===== src/core/srfe_pkg.sv =====
// Purpose: constants shared by the sensor read frame emitter
// Assumes: byte-wide serial API stream, 32-bit classic Wishbone slave
// Notes: frame offsets count from the start delimiter at offset 0
package srfe_pkg;
   // frame bytes and type codes
   localparam logic [7:0] START_DELIM = 8'h7E;
   localparam logic [7:0] TYPE_SENSOR = 8'h94;
   localparam logic [7:0] TYPE_NODE_ID = 8'h95;
   localparam logic [7:0] CKSUM_BASE = 8'hFF;
   localparam logic [7:0] NAME_END = 8'h00;
   // byte offsets inside a frame
   localparam logic [4:0] OFS_START = 5'h00;
   localparam logic [4:0] OFS_LEN_MSB = 5'h01;
   localparam logic [4:0] OFS_LEN_LSB = 5'h02;
   localparam logic [4:0] OFS_TYPE = 5'h03;
   localparam logic [4:0] OFS_ADDR64 = 5'h04;
   localparam logic [4:0] OFS_ADDR16 = 5'h0C;
   localparam logic [4:0] OFS_RXOPT = 5'h0E;
   localparam logic [4:0] OFS_SENSOR = 5'h0F;
   localparam logic [4:0] OFS_AD = 5'h10;
   localparam logic [4:0] OFS_TEMP = 5'h18;
   localparam logic [4:0] OFS_REMOTE = 5'h0F;
   localparam logic [4:0] OFS_NAME = 5'h11;
   localparam logic [4:0] OFS_NAME_END = 5'h15;
   // length fields and checksum positions
   localparam logic [15:0] LEN_SENSOR = 16'h0017;
   localparam logic [15:0] LEN_NODE_ID = 16'h0013;
   localparam logic [4:0] LAST_SENSOR = 5'h1A;
   localparam logic [4:0] LAST_NODE_ID = 5'h16;
   // option and content flags
   localparam logic [7:0] RXO_ACKED = 8'h01;
   localparam logic [7:0] RXO_BCAST = 8'h02;
   localparam logic [7:0] RXO_APS = 8'h20;
   localparam logic [7:0] SNS_AD = 8'h01;
   localparam logic [7:0] SNS_TEMP = 8'h02;
   localparam logic [7:0] SNS_WATER = 8'h60;
   localparam logic [15:0] TEMP_ABSENT = 16'hFFFF;
   // register map, byte addresses
   localparam logic [3:0] REG_CTRL = 4'h0;
   localparam logic [3:0] REG_CMD = 4'h4;
   localparam logic [3:0] REG_STATUS = 4'h8;
   localparam int CTRL_AO_BIT = 0;
   localparam int CTRL_JN_BIT = 1;
   localparam logic [7:0] CB_IDENTIFY = 8'h01;
   localparam logic [1:0] CTRL_RESET = 2'h0;
   // frame builder states
   typedef enum logic [2:0] {
      ST_IDLE = 3'b001,
      ST_SENSOR = 3'b010,
      ST_NODE = 3'b100
   } srfe_state_type;
endpackage


===== src/core/srfe_emitter.sv =====
// Purpose: builds sensor read (0x94) and node id (0x95) API frames
// Assumes: one clock, async active-low reset, classic Wishbone slave
// Notes: bytes leave through a 16-word FIFO; TX_READY_IN stalls it
//
// The register addresses and register access over Wishbone were left to the implementer.
`timescale 1ns/100ps

module srfe_fifo
   import srfe_pkg::*;
#(
   parameter int WIDTH = 8,
   parameter int DEPTH = 16
) (
   input wire logic clk_in,
   input wire logic rst_n_in,
   input wire logic in_valid_in,
   input wire logic [WIDTH-1:0] in_data_in,
   output logic in_ready_out,
   output logic out_valid_out,
   output logic [WIDTH-1:0] out_data_out,
   input wire logic out_ready_in
);
   localparam int AW = $clog2(DEPTH);
   logic [WIDTH-1:0] mem [DEPTH];
   logic [AW-1:0] wr_ptr_ff, nxt_wr_ptr, rd_ptr_ff, nxt_rd_ptr;
   logic [AW:0] count_ff, nxt_count;
   logic out_valid_ff, nxt_out_valid;
   logic [WIDTH-1:0] out_data_ff, nxt_out_data;
   logic push, pop;

   // memory holds DEPTH words; the output register sits in front of it
   assign in_ready_out = (count_ff != DEPTH[AW:0]);
   assign push = in_valid_in && in_ready_out;
   assign pop = (count_ff != '0) && (!out_valid_ff || out_ready_in);
   assign out_valid_out = out_valid_ff;
   assign out_data_out = out_data_ff;

   // pointer and output stage next values
   always_comb begin
      nxt_wr_ptr = push ? wr_ptr_ff + 1'b1 : wr_ptr_ff;
      nxt_rd_ptr = pop ? rd_ptr_ff + 1'b1 : rd_ptr_ff;
      nxt_count = count_ff + {{AW{1'b0}}, push} - {{AW{1'b0}}, pop};
      nxt_out_valid = pop ? 1'b1 : (out_ready_in ? 1'b0 : out_valid_ff);
      nxt_out_data = pop ? mem[rd_ptr_ff] : out_data_ff;
   end

   always_ff @(posedge clk_in or negedge rst_n_in) begin
      if (!rst_n_in) begin
         wr_ptr_ff <= '0;
         rd_ptr_ff <= '0;
         count_ff <= '0;
         out_valid_ff <= 1'b0;
         out_data_ff <= '0;
      end else begin
         wr_ptr_ff <= nxt_wr_ptr;
         rd_ptr_ff <= nxt_rd_ptr;
         count_ff <= nxt_count;
         out_valid_ff <= nxt_out_valid;
         out_data_ff <= nxt_out_data;
      end
   end

   // storage needs no reset; only pointers define content
   always_ff @(posedge clk_in) begin
      if (push) begin
         mem[wr_ptr_ff] <= in_data_in;
      end
   end
endmodule

module srfe_emitter
   import srfe_pkg::*;
#(
   parameter int FIFO_DEPTH = 16,
   parameter logic JOIN_NOTIFY_RESET = 1'b0
) (
   input wire logic CORE_CLK_IN,
   input wire logic RESETN_IN,
   input wire logic WB_CYC_IN,
   input wire logic WB_STB_IN,
   input wire logic WB_WE_IN,
   input wire logic [3:0] WB_ADR_IN,
   input wire logic [3:0] WB_SEL_IN,
   input wire logic [31:0] WB_DAT_IN,
   output logic [31:0] WB_DAT_OUT,
   output logic WB_ACK_OUT,
   input wire logic SAMPLE_VALID_IN,
   input wire logic [63:0] SAMPLE_ADDR64_IN,
   input wire logic [15:0] SAMPLE_ADDR16_IN,
   input wire logic SAMPLE_ACKED_IN,
   input wire logic SAMPLE_BCAST_IN,
   input wire logic SAMPLE_APS_IN,
   input wire logic SAMPLE_AD_READ_IN,
   input wire logic SAMPLE_TEMP_READ_IN,
   input wire logic [63:0] SAMPLE_AD_IN,
   input wire logic [15:0] SAMPLE_TEMP_IN,
   input wire logic SAMPLE_TEMP_FOUND_IN,
   output logic SAMPLE_READY_OUT,
   input wire logic NID_VALID_IN,
   input wire logic [63:0] NID_ADDR64_IN,
   input wire logic [15:0] NID_ADDR16_IN,
   input wire logic NID_BCAST_IN,
   input wire logic [15:0] NID_REMOTE16_IN,
   input wire logic [31:0] NID_NAME_IN,
   output logic NID_READY_OUT,
   input wire logic WATER_DETECT_PIN_N_IN,
   input wire logic COMMISSION_BUTTON_IN,
   input wire logic JOIN_EVENT_IN,
   input wire logic ASSOCIATED_IN,
   output logic ANNOUNCE_OUT,
   output logic [7:0] TX_DATA_OUT,
   output logic TX_VALID_OUT,
   input wire logic TX_READY_IN
);
   srfe_state_type state_ff, nxt_state;
   logic [4:0] idx_ff, nxt_idx;
   logic [7:0] sum_ff, nxt_sum;
   logic ready_ff, nxt_ready;
   logic [63:0] f_addr64_ff, nxt_f_addr64;
   logic [15:0] f_addr16_ff, nxt_f_addr16;
   logic [7:0] f_opt_ff, nxt_f_opt;
   logic [7:0] f_sns_ff, nxt_f_sns;
   logic [63:0] f_ad_ff, nxt_f_ad;
   logic [15:0] f_temp_ff, nxt_f_temp;
   logic [15:0] f_remote_ff, nxt_f_remote;
   logic [31:0] f_name_ff, nxt_f_name;
   logic [1:0] ctrl_ff, nxt_ctrl;
   logic [7:0] frames_ff, nxt_frames;
   logic ack_ff, nxt_ack;
   logic [31:0] rdata_ff, nxt_rdata;
   logic announce_ff, nxt_announce;
   logic boot_pend_ff, nxt_boot_pend;
   logic [1:0] sync1_ff, sync2_ff, sync3_ff, stable_ff, nxt_stable;
   logic press_seen_ff, nxt_press_seen;
   logic sample_take, nid_take, busy, fifo_ready, push, last;
   logic wb_req, cmd_identify, water, button;
   logic [7:0] cur_byte;
   logic fifo_full;

   // two-byte value split, high byte first on the wire
   function automatic logic [7:0] hi_lo(input logic [15:0] v,
                                        input logic low);
      hi_lo = low ? v[7:0] : v[15:8];
   endfunction

   // frame content by offset; checksum byte taken from running sum
   function automatic logic [7:0] frame_byte(input logic [4:0] i,
                                             input logic node,
                                             input logic [7:0] sum);
      logic [4:0] r;
      logic [15:0] len;
      r = 5'h00;
      len = node ? LEN_NODE_ID : LEN_SENSOR;
      frame_byte = NAME_END;
      if (i == OFS_START) begin
         frame_byte = START_DELIM;
      end else if (i == OFS_LEN_MSB || i == OFS_LEN_LSB) begin
         frame_byte = hi_lo(len, i == OFS_LEN_LSB);
      end else if (i == OFS_TYPE) begin
         frame_byte = node ? TYPE_NODE_ID : TYPE_SENSOR;
      end else if (i == (node ? LAST_NODE_ID : LAST_SENSOR)) begin
         frame_byte = CKSUM_BASE - sum;
      end else if (i < OFS_ADDR16) begin
         r = i - OFS_ADDR64;
         frame_byte = f_addr64_ff[8'(63 - 8 * r) -: 8];
      end else if (i < OFS_RXOPT) begin
         frame_byte = hi_lo(f_addr16_ff, i[0]);
      end else if (i == OFS_RXOPT) begin
         frame_byte = f_opt_ff;
      end else if (node) begin
         if (i < OFS_NAME) begin
            frame_byte = hi_lo(f_remote_ff, i == OFS_NAME - 5'h01);
         end else if (i < OFS_NAME_END) begin
            r = i - OFS_NAME;
            frame_byte = f_name_ff[8'(31 - 8 * r) -: 8];
         end
      end else if (i == OFS_SENSOR) begin
         frame_byte = f_sns_ff;
      end else if (i < OFS_TEMP) begin
         r = i - OFS_AD;
         frame_byte = f_ad_ff[8'(63 - 8 * r) -: 8];
      end else begin
         frame_byte = hi_lo(f_temp_ff, i[0]);
      end
   endfunction

   // handshakes: a sample wins when both arrive together
   assign sample_take = SAMPLE_VALID_IN && ready_ff;
   assign nid_take = NID_VALID_IN && ready_ff && !sample_take;
   assign busy = (state_ff != ST_IDLE);
   assign push = busy && fifo_ready;
   assign last = (idx_ff == ((state_ff == ST_NODE) ? LAST_NODE_ID
                                                    : LAST_SENSOR));
   assign cur_byte = frame_byte(idx_ff, state_ff == ST_NODE, sum_ff);
   assign water = !stable_ff[0];
   assign button = stable_ff[1];

   // frame builder: latch fields on take, then stream bytes
   always_comb begin
      nxt_state = state_ff;
      nxt_idx = idx_ff;
      nxt_sum = sum_ff;
      nxt_frames = frames_ff;
      nxt_f_addr64 = f_addr64_ff;
      nxt_f_addr16 = f_addr16_ff;
      nxt_f_opt = f_opt_ff;
      nxt_f_sns = f_sns_ff;
      nxt_f_ad = f_ad_ff;
      nxt_f_temp = f_temp_ff;
      nxt_f_remote = f_remote_ff;
      nxt_f_name = f_name_ff;
      unique case (state_ff)
         ST_IDLE: begin
            nxt_idx = OFS_START;
            nxt_sum = 8'h00;
            if (sample_take) begin
               nxt_f_addr64 = SAMPLE_ADDR64_IN;
               nxt_f_addr16 = SAMPLE_ADDR16_IN;
               nxt_f_opt = (SAMPLE_ACKED_IN ? RXO_ACKED : 8'h00)
                         | (SAMPLE_BCAST_IN ? RXO_BCAST : 8'h00)
                         | (SAMPLE_APS_IN ? RXO_APS : 8'h00);
               nxt_f_sns = (SAMPLE_AD_READ_IN ? SNS_AD : 8'h00)
                         | (SAMPLE_TEMP_READ_IN ? SNS_TEMP : 8'h00)
                         | (water ? SNS_WATER : 8'h00);
               nxt_f_ad = SAMPLE_AD_IN;
               nxt_f_temp = SAMPLE_TEMP_FOUND_IN ? SAMPLE_TEMP_IN
                                                 : TEMP_ABSENT;
               // a nonzero output select swallows the sample
               if (!ctrl_ff[CTRL_AO_BIT]) begin
                  nxt_state = ST_SENSOR;
               end
            end else if (nid_take) begin
               nxt_f_addr64 = NID_ADDR64_IN;
               nxt_f_addr16 = NID_ADDR16_IN;
               nxt_f_opt = NID_BCAST_IN ? RXO_BCAST : 8'h00;
               nxt_f_remote = NID_REMOTE16_IN;
               nxt_f_name = NID_NAME_IN;
               nxt_state = ST_NODE;
            end
         end
         ST_SENSOR, ST_NODE: begin
            if (push) begin
               nxt_idx = idx_ff + 5'h01;
               if (idx_ff >= OFS_TYPE) begin
                  nxt_sum = sum_ff + cur_byte;
               end
               if (last) begin
                  nxt_state = ST_IDLE;
                  nxt_frames = frames_ff + 8'h01;
               end
            end
         end
      endcase
      nxt_ready = (nxt_state == ST_IDLE);
   end

   always_ff @(posedge CORE_CLK_IN or negedge RESETN_IN) begin
      if (!RESETN_IN) begin
         state_ff <= ST_IDLE;
         idx_ff <= OFS_START;
         sum_ff <= 8'h00;
         ready_ff <= 1'b0;
         frames_ff <= 8'h00;
         f_addr64_ff <= 64'h0;
         f_addr16_ff <= 16'h0;
         f_opt_ff <= 8'h00;
         f_sns_ff <= 8'h00;
         f_ad_ff <= 64'h0;
         f_temp_ff <= 16'h0;
         f_remote_ff <= 16'h0;
         f_name_ff <= 32'h0;
      end else begin
         state_ff <= nxt_state;
         idx_ff <= nxt_idx;
         sum_ff <= nxt_sum;
         ready_ff <= nxt_ready;
         frames_ff <= nxt_frames;
         f_addr64_ff <= nxt_f_addr64;
         f_addr16_ff <= nxt_f_addr16;
         f_opt_ff <= nxt_f_opt;
         f_sns_ff <= nxt_f_sns;
         f_ad_ff <= nxt_f_ad;
         f_temp_ff <= nxt_f_temp;
         f_remote_ff <= nxt_f_remote;
         f_name_ff <= nxt_f_name;
      end
   end

   assign SAMPLE_READY_OUT = ready_ff;
   assign NID_READY_OUT = ready_ff;

   // wishbone slave: ack one cycle after request, dropped the next
   assign wb_req = WB_CYC_IN && WB_STB_IN && !ack_ff;
   assign cmd_identify = wb_req && WB_WE_IN && WB_SEL_IN[0]
                         && (WB_ADR_IN == REG_CMD)
                         && (WB_DAT_IN[7:0] == CB_IDENTIFY);

   always_comb begin
      nxt_ack = wb_req;
      nxt_ctrl = ctrl_ff;
      nxt_rdata = 32'h0;
      if (wb_req && WB_WE_IN && WB_SEL_IN[0]
          && WB_ADR_IN == REG_CTRL) begin
         nxt_ctrl = WB_DAT_IN[1:0];
      end
      if (wb_req && !WB_WE_IN) begin
         unique case (WB_ADR_IN)
            REG_CTRL: nxt_rdata = {30'h0, ctrl_ff};
            REG_STATUS: nxt_rdata = {16'h0, frames_ff, 4'h0,
                                     ASSOCIATED_IN, water,
                                     fifo_full, busy};
            default: nxt_rdata = 32'h0;
         endcase
      end
   end

   always_ff @(posedge CORE_CLK_IN or negedge RESETN_IN) begin
      if (!RESETN_IN) begin
         ack_ff <= 1'b0;
         ctrl_ff <= {JOIN_NOTIFY_RESET, 1'b0};
         rdata_ff <= 32'h0;
      end else begin
         ack_ff <= nxt_ack;
         ctrl_ff <= nxt_ctrl;
         rdata_ff <= nxt_rdata;
      end
   end

   assign WB_ACK_OUT = ack_ff;
   assign WB_DAT_OUT = rdata_ff;

   // pin synchronisers: bit0 water pin, bit1 button; a change counts
   // only once the second and third stages agree
   always_comb begin
      nxt_stable = stable_ff;
      for (int b = 0; b < 2; b++) begin
         if (sync2_ff[b] == sync3_ff[b]) begin
            nxt_stable[b] = sync3_ff[b];
         end
      end
   end

   always_ff @(posedge CORE_CLK_IN or negedge RESETN_IN) begin
      if (!RESETN_IN) begin
         sync1_ff <= 2'h1;
         sync2_ff <= 2'h1;
         sync3_ff <= 2'h1;
         stable_ff <= 2'h1;
      end else begin
         sync1_ff <= {COMMISSION_BUTTON_IN, WATER_DETECT_PIN_N_IN};
         sync2_ff <= sync1_ff;
         sync3_ff <= sync2_ff;
         stable_ff <= nxt_stable;
      end
   end

   // self-announce pulse; boot flag survives until association or a join event is seen with the join bit set
   always_comb begin
      nxt_press_seen = button;
      nxt_boot_pend = boot_pend_ff;
      nxt_announce = (button && !press_seen_ff) || cmd_identify;
      if (JOIN_EVENT_IN && ctrl_ff[CTRL_JN_BIT]) begin
         nxt_announce = 1'b1;
         nxt_boot_pend = 1'b0;
      end
      if (boot_pend_ff && ASSOCIATED_IN && ctrl_ff[CTRL_JN_BIT]) begin
         nxt_announce = 1'b1;
         nxt_boot_pend = 1'b0;
      end
   end

   always_ff @(posedge CORE_CLK_IN or negedge RESETN_IN) begin
      if (!RESETN_IN) begin
         press_seen_ff <= 1'b1; // set although the stable button bit resets to 0; no boot pulse
         boot_pend_ff <= 1'b1;
         announce_ff <= 1'b0;
      end else begin
         press_seen_ff <= nxt_press_seen;
         boot_pend_ff <= nxt_boot_pend;
         announce_ff <= nxt_announce;
      end
   end

   assign ANNOUNCE_OUT = announce_ff;

   // output FIFO; a stalled host holds the builder via fifo_ready
   srfe_fifo #(
      .WIDTH(8),
      .DEPTH(FIFO_DEPTH)
   ) u_fifo (
      .clk_in(CORE_CLK_IN),
      .rst_n_in(RESETN_IN),
      .in_valid_in(busy),
      .in_data_in(cur_byte),
      .in_ready_out(fifo_ready),
      .out_valid_out(TX_VALID_OUT),
      .out_data_out(TX_DATA_OUT),
      .out_ready_in(TX_READY_IN)
   );

   assign fifo_full = !fifo_ready;
endmodule


===== config.mk =====
export PLATFORM = sky130hd
export DESIGN_NAME = srfe_emitter
export DESIGN_NICKNAME = d
export VERILOG_FILES = /design/src/core/srfe_pkg.sv /design/src/core/srfe_emitter.sv
export SDC_FILE = /design/constraint.sdc
export NUM_CORES = 1
export LEC_CHECK = 0
export ABC_AREA = 1
export BUFFER_PORTS_ARGS = -buffer_cell sky130_fd_sc_hd__buf_2
export CAP_MARGIN = 5
export CORE_ASPECT_RATIO = 1.1
export CORE_MARGIN = 2
export CORE_UTILIZATION = 60
export DETAILED_ROUTE_END_ITERATION = 6
export PLACE_DENSITY_LB_ADDON = 0.08
export RECOVER_POWER = 50
export SYNTH_ARGS = -nofsm -noshare
export SYNTH_HDL_FRONTEND = slang
export SYNTH_HIERARCHICAL = 1
export SYNTH_SLANG_ARGS = --single-unit

===== constraint.sdc =====
create_clock -name CORE_CLK_IN -period 9.4 [get_ports CORE_CLK_IN]
set_input_delay 1.88 -clock CORE_CLK_IN [delete_from_list [all_inputs] [get_ports CORE_CLK_IN]]
set_output_delay 1.88 -clock CORE_CLK_IN [all_outputs]
set_load 0.01 [all_outputs]

Yosys cells after proc, flatten, opt, wreduce, memory -nomap -nowiden
Memories as Yosys holds them, arrays and structs flattened. A register that Yosys moved wholly into a read port is not among the register bits.
Index checks and enable logic that the tools add are counted.
{"block": "word_totals", "reg_bits": 309, "ramBits": 128, "input_bits": 347, "out_inout_bits": 45, "elab_cells": 171, "memories": 1}
{"name": "u_fifo.mem", "words": 16, "width": 8, "rd": 1, "rd_ports_with_merged_regs": 1, "write_ports": 1, "line": "srfe_emitter.sv:24", "text": "logic [WIDTH-1:0] mem [DEPTH];"}
{"block": "classes", "n_addsub": 14, "n_lt_le_gt_ge": 6, "n_eq_ne": 20, "n_shift": 3, "n_mux": 54, "bitwise_logic": 5, "n_reduce_logical": 40}
{"cell": "8-bit two-way mux", "count": 19}
{"cell": "71-bit by 9-bit indexed part select with 8-bit output", "count": 2}
{"cell": "64-bit two-way mux", "count": 2}
{"cell": "16-bit two-way mux", "count": 4}
{"cell": "39-bit by 9-bit indexed part select with 8-bit output", "count": 1}
{"cell": "16-bit case mux with 2 select lines", "count": 1}
{"cell": "3-bit two-way mux", "count": 6}
{"cell": "1-bit logical AND", "count": 17}
{"cell": "8-bit case mux with 2 select lines", "count": 1}
{"cell": "6-bit by 8-bit subtractor with 8-bit output, first input constant", "count": 2}
{"cell": "5-bit less-than comparator, second input constant", "count": 3}
{"cell": "1-bit two-way mux", "count": 11}
{"cell": "5-bit by 2-bit equality test with 1-bit output, second input constant", "count": 2}
{"cell": "5-bit by 4-bit equality test with 1-bit output, second input constant", "count": 2}
{"cell": "5-bit by 4-bit less-than comparator with 1-bit output, second input constant", "count": 2}
{"cell": "5-bit two-way mux", "count": 2}
{"cell": "5-bit case mux with 2 select lines", "count": 1}
{"cell": "5-bit subtractor, second input constant", "count": 2}
{"cell": "4-bit by 1-bit adder with 4-bit output, second input constant", "count": 2}
{"cell": "8-bit by 1-bit adder with 8-bit output, second input constant", "count": 1}
{"cell": "8-bit adder", "count": 1}
{"cell": "8-bit by 1-bit equality test with 1-bit output, second input constant", "count": 1}
{"cell": "1-bit zero test", "count": 8}
{"cell": "5-bit by 8-bit subtractor with 8-bit output, first input constant", "count": 1}
{"cell": "36 further kinds", "count": 48}

Depth between registers and ports, before layout
Gate-level depths: netlist (run 1).
{"block": "logic_depth", "word_depth": 17, "ltp_mapped": 38, "ltp_nobuf": 35}

Cells and area by module
Netlist (run 1), hierarchy kept.
{"mod": "srfe_emitter", "instances": 1, "cells_per_inst": 1712, "area_per_inst_um2": 13768.2, "seq_area_each_um2": 6640.1}
{"mod": "srfe_fifo", "instances": 1, "cells_per_inst": 653, "area_per_inst_um2": 6638.9, "seq_area_each_um2": 4394.2}

Worst setup path after synthesis (run 1)
Ideal clock, no wire load.
{"block": "synth_path", "kind": "register to register", "start": "register idx_ff[0]", "end": "register sum_ff[6]", "setup_time_ps": 76, "arrival_ps": 4695, "t_required_ps": 9324, "setup_slack_ps": 4629, "stages_incl_launch_ff": 31, "n_path_buf": 4, "synth_period_minus_slack_ps": 4771, "cell_sequence": "dfrtp_1 -> buf_2 -> inv_2 -> buf_2 -> buf_2 -> buf_1 -> ha_1 -> xnor2_1 -> ha_1 -> nor2_1 -> nand3_1 -> nor2_4 -> nand3_1 -> o311ai_1 -> nand2_1 -> nand2_1 -> nand2_1 -> nand2_1 -> nand2_1 -> nand2_1 -> nand2_1 -> a21oi_1 -> ha_1 -> inv_1 -> fa_1 -> o21ai_0 -> nand2_1 -> nand2_1 -> a21oi_1 -> xor2_1 -> o21ai_1"}
{"block": "synth_between", "elab_chain_cells": 17, "elab_cells_between_ends": 46, "classes_between": "add/sub: 7; order compare: 6; eq/ne: 8; shift: 3; mux: 19; reduce/logical: 3"}
{"item": "start, declared", "line": "srfe_emitter.sv:116", "text": "logic [4:0] idx_ff, nxt_idx;"}
{"item": "start signal, assigned", "line": "srfe_emitter.sv:274", "text": "idx_ff <= nxt_idx;"}
{"item": "5-bit subtractor, on equally long branches", "line": "srfe_emitter.sv:180, srfe_emitter.sv:174"}
{"item": "6-bit by 8-bit subtractor with 8-bit output / 5-bit by 8-bit subtractor with 8-bit output (equally long branches)", "line": "srfe_emitter.sv:181, srfe_emitter.sv:175"}
{"item": "71-bit by 9-bit indexed part select with 8-bit output / 39-bit by 9-bit indexed part select with 8-bit output (equally long branches)", "line": "srfe_emitter.sv:181, srfe_emitter.sv:175"}
{"item": "8-bit two-way mux, on equally long branches", "line": "srfe_emitter.sv:179, srfe_emitter.sv:173"}
{"item": "8-bit two-way mux, on equally long branches", "line": "srfe_emitter.sv:177, srfe_emitter.sv:171"}
{"item": "8-bit two-way mux", "line": "srfe_emitter.sv:170", "text": "end else if (node) begin"}
{"item": "8-bit two-way mux", "line": "srfe_emitter.sv:168", "text": "end else if (i == OFS_RXOPT) begin"}
{"item": "8-bit two-way mux", "line": "srfe_emitter.sv:166", "text": "end else if (i < OFS_RXOPT) begin"}
{"item": "[2 not listed]"}
{"item": "8-bit two-way mux", "line": "srfe_emitter.sv:159", "text": "end else if (i == OFS_TYPE) begin"}
{"item": "8-bit two-way mux", "line": "srfe_emitter.sv:157", "text": "end else if (i == OFS_LEN_MSB || i == OFS_LEN_LSB) begin"}
{"item": "8-bit two-way mux (*)", "line": "srfe_emitter.sv:155", "text": "if (i == OFS_START) begin"}
{"item": "via cur_byte[0]", "line": "srfe_emitter.sv:137", "text": "logic [7:0] cur_byte;"}
{"item": "8-bit adder (*)", "line": "srfe_emitter.sv:245", "text": "nxt_sum = sum_ff + cur_byte;"}
{"item": "8-bit two-way mux (*)", "line": "srfe_emitter.sv:244", "text": "if (idx_ff >= OFS_TYPE) begin"}
{"item": "8-bit two-way mux (*)", "line": "srfe_emitter.sv:242", "text": "if (push) begin"}
{"item": "8-bit case mux with 2 select lines (*)", "line": "srfe_emitter.sv:212", "text": "unique case (state_ff)"}
{"item": "end signal, assigned", "line": "srfe_emitter.sv:275", "text": "sum_ff <= nxt_sum;"}
{"item": "end, declared", "line": "srfe_emitter.sv:117", "text": "logic [7:0] sum_ff, nxt_sum;"}
Mark *: on every way through the listed nets, which the timed path passes. The rest lies on a longest branch. The select of a mux whose other input is x is not followed.
A chain may end at the register's enable or synchronous reset.

==> run summary, run 1 <==
CP max stage delay = 2.71 ns
CTS Hold Bufs = 0
initial antenna violation count = 12
chip width = 180 um
Post-synth top cells = nand2_1 (678), dfrtp_1 (280), nand3_1 (219), inv_1 (213), nor2_1 (187)
hold slack = 0.359 ns
CTS root buf = clkbuf_16
die footprint = 35500 um2
sequential power share = 43.6%
Post-DRT Antenna Nets = 0
Top FF cell, synth = dfrtp_1
Final Util = 70.7%
Async SR Flop Fraction = 69.2%
Hold EP = sync2_ff[1]
leakage = 11.8 nW
area of placed instances = 22200 um2
PnR worst setup slack = 3.13 ns
pre-CTS setup slack = 3.75 ns
Seq/Total Area, Yosys = 54.1%
DRT Pass-1 Iters = 6
Post-CTS Setup Inserts = 0
Reg2Reg Setup Slack = 3.66 ns
WP buf/inv = 2
Sw Share = 29.4%
mapped cell area = 20400 um2
most common cell in the netlist = nand2_1
PD cells = 198 nW/um2
Pint = 0.00330 W
Yosys top cell by area = dfrtp_1
vias per std cell = 5.61
hold path cells = 0
worst r2r src = idx_ff[0]
synthesized area per cell = 8.63 um2
Core Rows = 70
I/O Buffers = 344
HP Start = sync1_ff[1]
Routability Congestion = 0.908
share of the synthesized area in the top cell type = 34.3%
setup violators final = 0
GRT Total Usage = 30.8%
post-synthesis instance total = 2365
DRC Markers = 0
CP arrival = 6.41 ns
CTS tree = yes
area grow syn2layout = 15.6%
CP top delay family = buffers and inverters
CP startpoint kind = input port
RSZ-0062 raised after global routing = false
Final #Nets = 3025
max cap viols = 6
CP max FO = 78
crit-path cells = clkbuf_1, clkbuf_2
quantity of gates resized following cts = 0
Yosys reg bits = 415
required time of the critical path = 9.54 ns
Crit. End Element = asynchronous set/reset pin
fmax = 160 MHz
dpl hpwl = 37.9 mm
crit path time final = 6.27 ns
number of cells on the worst reg-to-reg path = 33
clk buf depth = 3
crit path max-delay cell type = clkbuf_1
TNS Setup = 0 ns
share of post-route cells with drive strength above 1 = 18.4%
Clk pwr share = 37.5%
Clk Latency, worst-skew pair = 0.55 ns
overflow left after global routing = 0
pin count of the biggest net entering global routing = 121
Gate power share = 18.9%
switching pwr = 0.00137 W
die height = 197 um
Final Hold Viols = 0
synth warn = 6
Pins Over Slew Limit = 420
synth unique cells = 48
cell area after layout = 23600 um2
CTS clock-pin slew for the worst setup and hold paths = 0.06 ns
TritonCTS Buffers = 43
Initial Util = 61.2%
status = finished with violations
DRT Wirelength = 55.5 mm
Worst Max-Slew Pin Slew = 3.95 ns
DR vias = 17.5k
CTS HTree Levels = 2
violated checks = capacitance limit, slew limit
Post-synth EDFFs = 128
Final period util = 66.7%
CTS sink cnt = 415
core footprint = 33400 um2
CP Class = input port to asynchronous set/reset pin
drt wl/cell = 17.8 um
vias in the first global route = 16.8k
Max VDD drop = 0.153 mV
Reg2Reg Capture Point = sum_ff[7]
Layout Skew = 0.0146 ns
normalized max-slew margin = -163%
Ports = 392
Initial DRC Count = 1599
HP Class = flop to flop
most area-consuming cells after synthesis = dfrtp_1 (34%), edfxtp_1 (19%), nand2_1 (12%), nand3_1 (5.4%), inv_1 (3.9%)
first-pass GRT wire length = 87.3 mm
cells in the final DEF, fill, tap and decap left out, types with 23 or more instances in the layout:
master and n:
a21oi_1 56, a31oi_1 83, buf_2 334, clkbuf_1 26
clkbuf_16 44, dfrtp_1 278, edfxtp_1 128, ha_1 32
inv_1 215, mux2_2 44, nand2_1 676, nand3_1 219
nor2_1 186, o21a_1 23, o21ai_0 126
layout make-up:
| cell class | instances | area, um2 |
|---|---|---|
| clock buffer | 65 | 1250 |
| fill | 2650 | 9770 |
| clock inverter | 15 | 199 |
| inverter | 228 | 856 |
| timing repair buffer | 363 | 1830 |
| multi-input combinational | 1593 | 7860 |
| tap | 432 | 541 |
| sequential | 415 | 11000 |
| antenna | 6 | 15.0 |
logic make-up after synthesis:
| kind of cell | synth area share (%) |
|---|---|
| simple gates | 22.8 |
| flops | 54.1 |
| buf+inv | 7.82 |
| compound gates | 9.68 |
| mux | 2.53 |
| fa+ha+maj | 2.26 |
| xor+xnor | 0.858 |
| other cells | 0.0184 |
metal layers:
metal  vias to the layer above  wire length, um  track usage (%)
met5                         -               65                0
met4                        10             1900             11.2
met3                       129             4000             5.37
met2                       706            27800             52.6
met1                      8332            21700             39.8
li1                       8297                -                -
power groups by stage:
stage,Clock (W),Sequential [W],Combinational (W)
final,0.00175,0.00203,0.000884
after global routing,0.00185,0.00204,0.000992
after CTS,0.00177,0.00204,0.000880
after detailed placement,0,0.00207,0.000873
after global placement,0,0.00206,0.000841
after floorplan,0,0.00205,0.000600
registers in the layout, summed over array words and instances (netlist names), 4 cells and up:
| signal | cells |
|---|---|
| WB_DAT_OUT | 12 |
| f_ad_ff | 64 |
| f_addr16_ff | 16 |
| f_addr64_ff | 64 |
| f_name_ff | 32 |
| f_remote_ff | 16 |
| f_temp_ff | 16 |
| frames_ff | 8 |
| idx_ff | 5 |
| sum_ff | 8 |
| u_fifo/count_ff | 5 |
| u_fifo/mem | 128 |
| u_fifo/out_data_out | 8 |
| u_fifo/rd_ptr_ff | 4 |
| u_fifo/wr_ptr_ff | 4 |
stage by stage:
step	power (W)	cells
after global placement	0.00290	3031
after detailed placement	0.00294	3031
after global routing	0.00488	3113
after CTS	0.00469	3111
final	0.00467	3117
after floorplan	0.00265	2384
worst max path at each step:
stage / slack [ns] / cells past startpoint / end / start
after global placement: 3.87 / 33 / sum_ff[7] / idx_ff[0]
final: 3.13 / 2 / NID_READY_OUT / RESETN_IN
after floorplan: 4.63 / 30 / sum_ff[6] / idx_ff[0]
after global routing: 2.20 / 2 / NID_READY_OUT / RESETN_IN
after detailed placement: 3.75 / 33 / sum_ff[7] / idx_ff[0]
after CTS: 3.67 / 33 / sum_ff[7] / idx_ff[0]
Power figures use the tool's default switching activity.
==> run 2, diff against run 1 <==
--- a/config.mk
+++ b/config.mk
@@ -10,7 +10,7 @@
 export CAP_MARGIN = 5
 export CORE_ASPECT_RATIO = 1.1
 export CORE_MARGIN = 2
-export CORE_UTILIZATION = 60
+export CORE_UTILIZATION = 56
 export DETAILED_ROUTE_END_ITERATION = 6
 export PLACE_DENSITY_LB_ADDON = 0.08
 export RECOVER_POWER = 50
==> constraint.sdc (replaced) <==
create_clock -name CORE_CLK_IN -period 6.1 [get_ports CORE_CLK_IN]
set_input_delay 1.22 -clock CORE_CLK_IN [delete_from_list [all_inputs] [get_ports CORE_CLK_IN]]
set_output_delay 1.22 -clock CORE_CLK_IN [all_outputs]
set_load 0.01 [all_outputs]
==> run summary, run 2 (synthesis results as in run 1) <==
non-filler instance count after layout = 3174
CP startpoint kind = flop
multi-input logic area = 7860 um2
CTS root buf = clkbuf_16
Gate power share = 18.9%
Final period util = 89.6%
clk buf depth = 3
CTS HTree Levels = 2
sequential power share = 43.9%
normalized max-slew margin = -141%
violated checks = capacitance limit, slew limit
Core Rows = 73
Critical Path Stages = 24
max reg flops = 128
DRT Pass-1 Iters = 6
DRC Markers = 0
required time of the critical path = 6.53 ns
RSZ-0062 raised after global routing = false
Reg2Reg Setup Slack = 0.64 ns
share of post-route cells with drive strength above 1 = 17.9%
Final Hold Viols = 0
Clk pwr share = 37.2%
crit path max-delay cell type = nor3_1
HP Class = flop to flop
overflow left after global routing = 0
crit-path cells = nor3_1, inv_2, a21oi_1, nand3b_1, inv_1, a21oi_1, nand2_1, nand2_1, nand2_1, ha_1, a21oi_1, nand2_1, nand2_1, nand2_1, a21oi_1, nor2_1, o21ai_0, nand3_1, nand2_1, inv_1, nand2_1, nand2_1, nand2_1, nand2_1
total power draw = 0.00715 W
Routability Congestion = 0.922
CP Class = flop to flop
crit path time final = 5.46 ns
Reg2Reg Capture Point = sum_ff[7]
CTS sink cnt = 415
commonest non-fill, non-tap cell in the layout = nand2_1
Initial DRC Count = 1482
setup violators final = 0
switching pwr = 0.00211 W
Final #Nets = 3029
fmax = 183 MHz
I/O Buffers = 344
die height = 204 um
biggest regs = u_fifo/mem: 128 flops, f_ad_ff: 64 flops, f_addr64_ff: 64 flops
CP arrival = 5.89 ns
die footprint = 38000 um2
leakage = 11.8 nW
status = finished with violations
CP endpoint = sum_ff[7]
TritonCTS Buffers = 44
Fillers = 3061
WP buf/inv = 3
Worst Max-Slew Pin Slew = 3.61 ns
max cap viols = 6
Ports = 392
Pint = 0.00504 W
area grow syn2layout = 16.0%
Max VDD drop = 0.358 mV
vias per std cell = 5.45
CTS clock-pin slew for the worst setup and hold paths = 0.06 ns
dpl hpwl = 37.7 mm
Biggest register = u_fifo/mem
Post-DRT Antenna Nets = 0
first-pass GRT wire length = 87.1 mm
Post-CTS Setup Inserts = 0
placed cell count = 3089
cell mode on critical path = nand2_1
most frequent cells in the layout = nand2_1 (676), buf_2 (319), dfrtp_1 (278)
vias in the first global route = 16.8k
drt wl/cell = 17.4 um
PD cells = 302 nW/um2
register area = 11000 um2
TNS Setup = 0 ns
Crit. End Element = flop
Initial Util = 56.6%
CP startpoint = state_ff[1]
Layout Skew = 0.0230 ns
quantity of gates resized following cts = 0
DR vias = 17.3k
Sw Share = 29.5%
Clk Latency, worst-skew pair = 0.56 ns
CTS tree = yes
CTS Hold Bufs = 0
GRT Total Usage = 29.3%
worst r2r src = state_ff[1]
CP max stage delay = 1.18 ns
DRT Wirelength = 55.3 mm
CP max FO = 17
CP top delay family = simple AND/OR/NAND/NOR gates
core footprint = 36100 um2
number of cells on the worst reg-to-reg path = 24
chip width = 186 um
Pins Over Slew Limit = 445
pin count of the biggest net entering global routing = 165
initial antenna violation count = 10
run 2: cell types whose count changed in the layout (fill, tap and decap cells not counted), moves of 2 or more:
cell and delta:
buf_2 -15, buf_4 +3, clkbuf_1 +17, diode_2 -2
run 2: stage by stage:
| stage | utilization (%) | hold WS, ns | worst slack [ns] | area [um2] |
|---|---|---|---|---|
| final | 65.6 | 0.355 | 0.636 | 23700 |
| after global routing | 65.6 | 0.371 | 0.170 | 23700 |
| after CTS | 65.8 | 0.357 | 0.855 | 23700 |
| after detailed placement | 61.8 | 0.343 | 0.888 | 22300 |
| after global placement | 61.8 | 0.342 | 1.02 | 22300 |
| after floorplan | - | 0.331 | 1.33 | 20500 |
run 2: power groups by stage:
stage | Sequential (W) | Combinational (W) | Clock [W]
floorplan | 0.00316 | 0.000925 | 0
global placement | 0.00318 | 0.00131 | 0
detailed placement | 0.00319 | 0.00134 | 0
CTS | 0.00314 | 0.00136 | 0.00271
global route | 0.00316 | 0.00152 | 0.00282
finish | 0.00314 | 0.00135 | 0.00266
run 2: per-layer routing:
metal  global-route usage, %  share of wire [%]  vias to the layer above
met2                    49.3                 50                      676
met1                    38.3                 40                     8182
met4                    10.8                3.5                       12
li1                        -                  -                     8289
met3                    4.78                6.6                      133
met5                       0               0.14                        -
run 2: worst min path at each step:
stage / end / slack [ns] / cells after the start / from
3_3_place_gp: sync2_ff[1] / 0.34 / 0 / sync1_ff[1]
5_1_grt: sync2_ff[0] / 0.37 / 0 / sync1_ff[0]
6_report: sync2_ff[1] / 0.35 / 0 / sync1_ff[1]
2_1_floorplan: sync2_ff[1] / 0.33 / 0 / sync1_ff[1]
3_5_place_dp: sync2_ff[1] / 0.34 / 0 / sync1_ff[1]
4_1_cts: sync2_ff[1] / 0.36 / 0 / sync1_ff[1]
run 2: cell type report:
cell class / count / area share (%)
antenna: 4 / 0.0423
clock buffer: 67 / 5.36
multi-input combinational: 1593 / 33.2
inverter: 228 / 3.62
sequential: 415 / 46.7
timing repair buffer: 366 / 7.84
tap: 487 / 2.57
clock inverter: 14 / 0.698
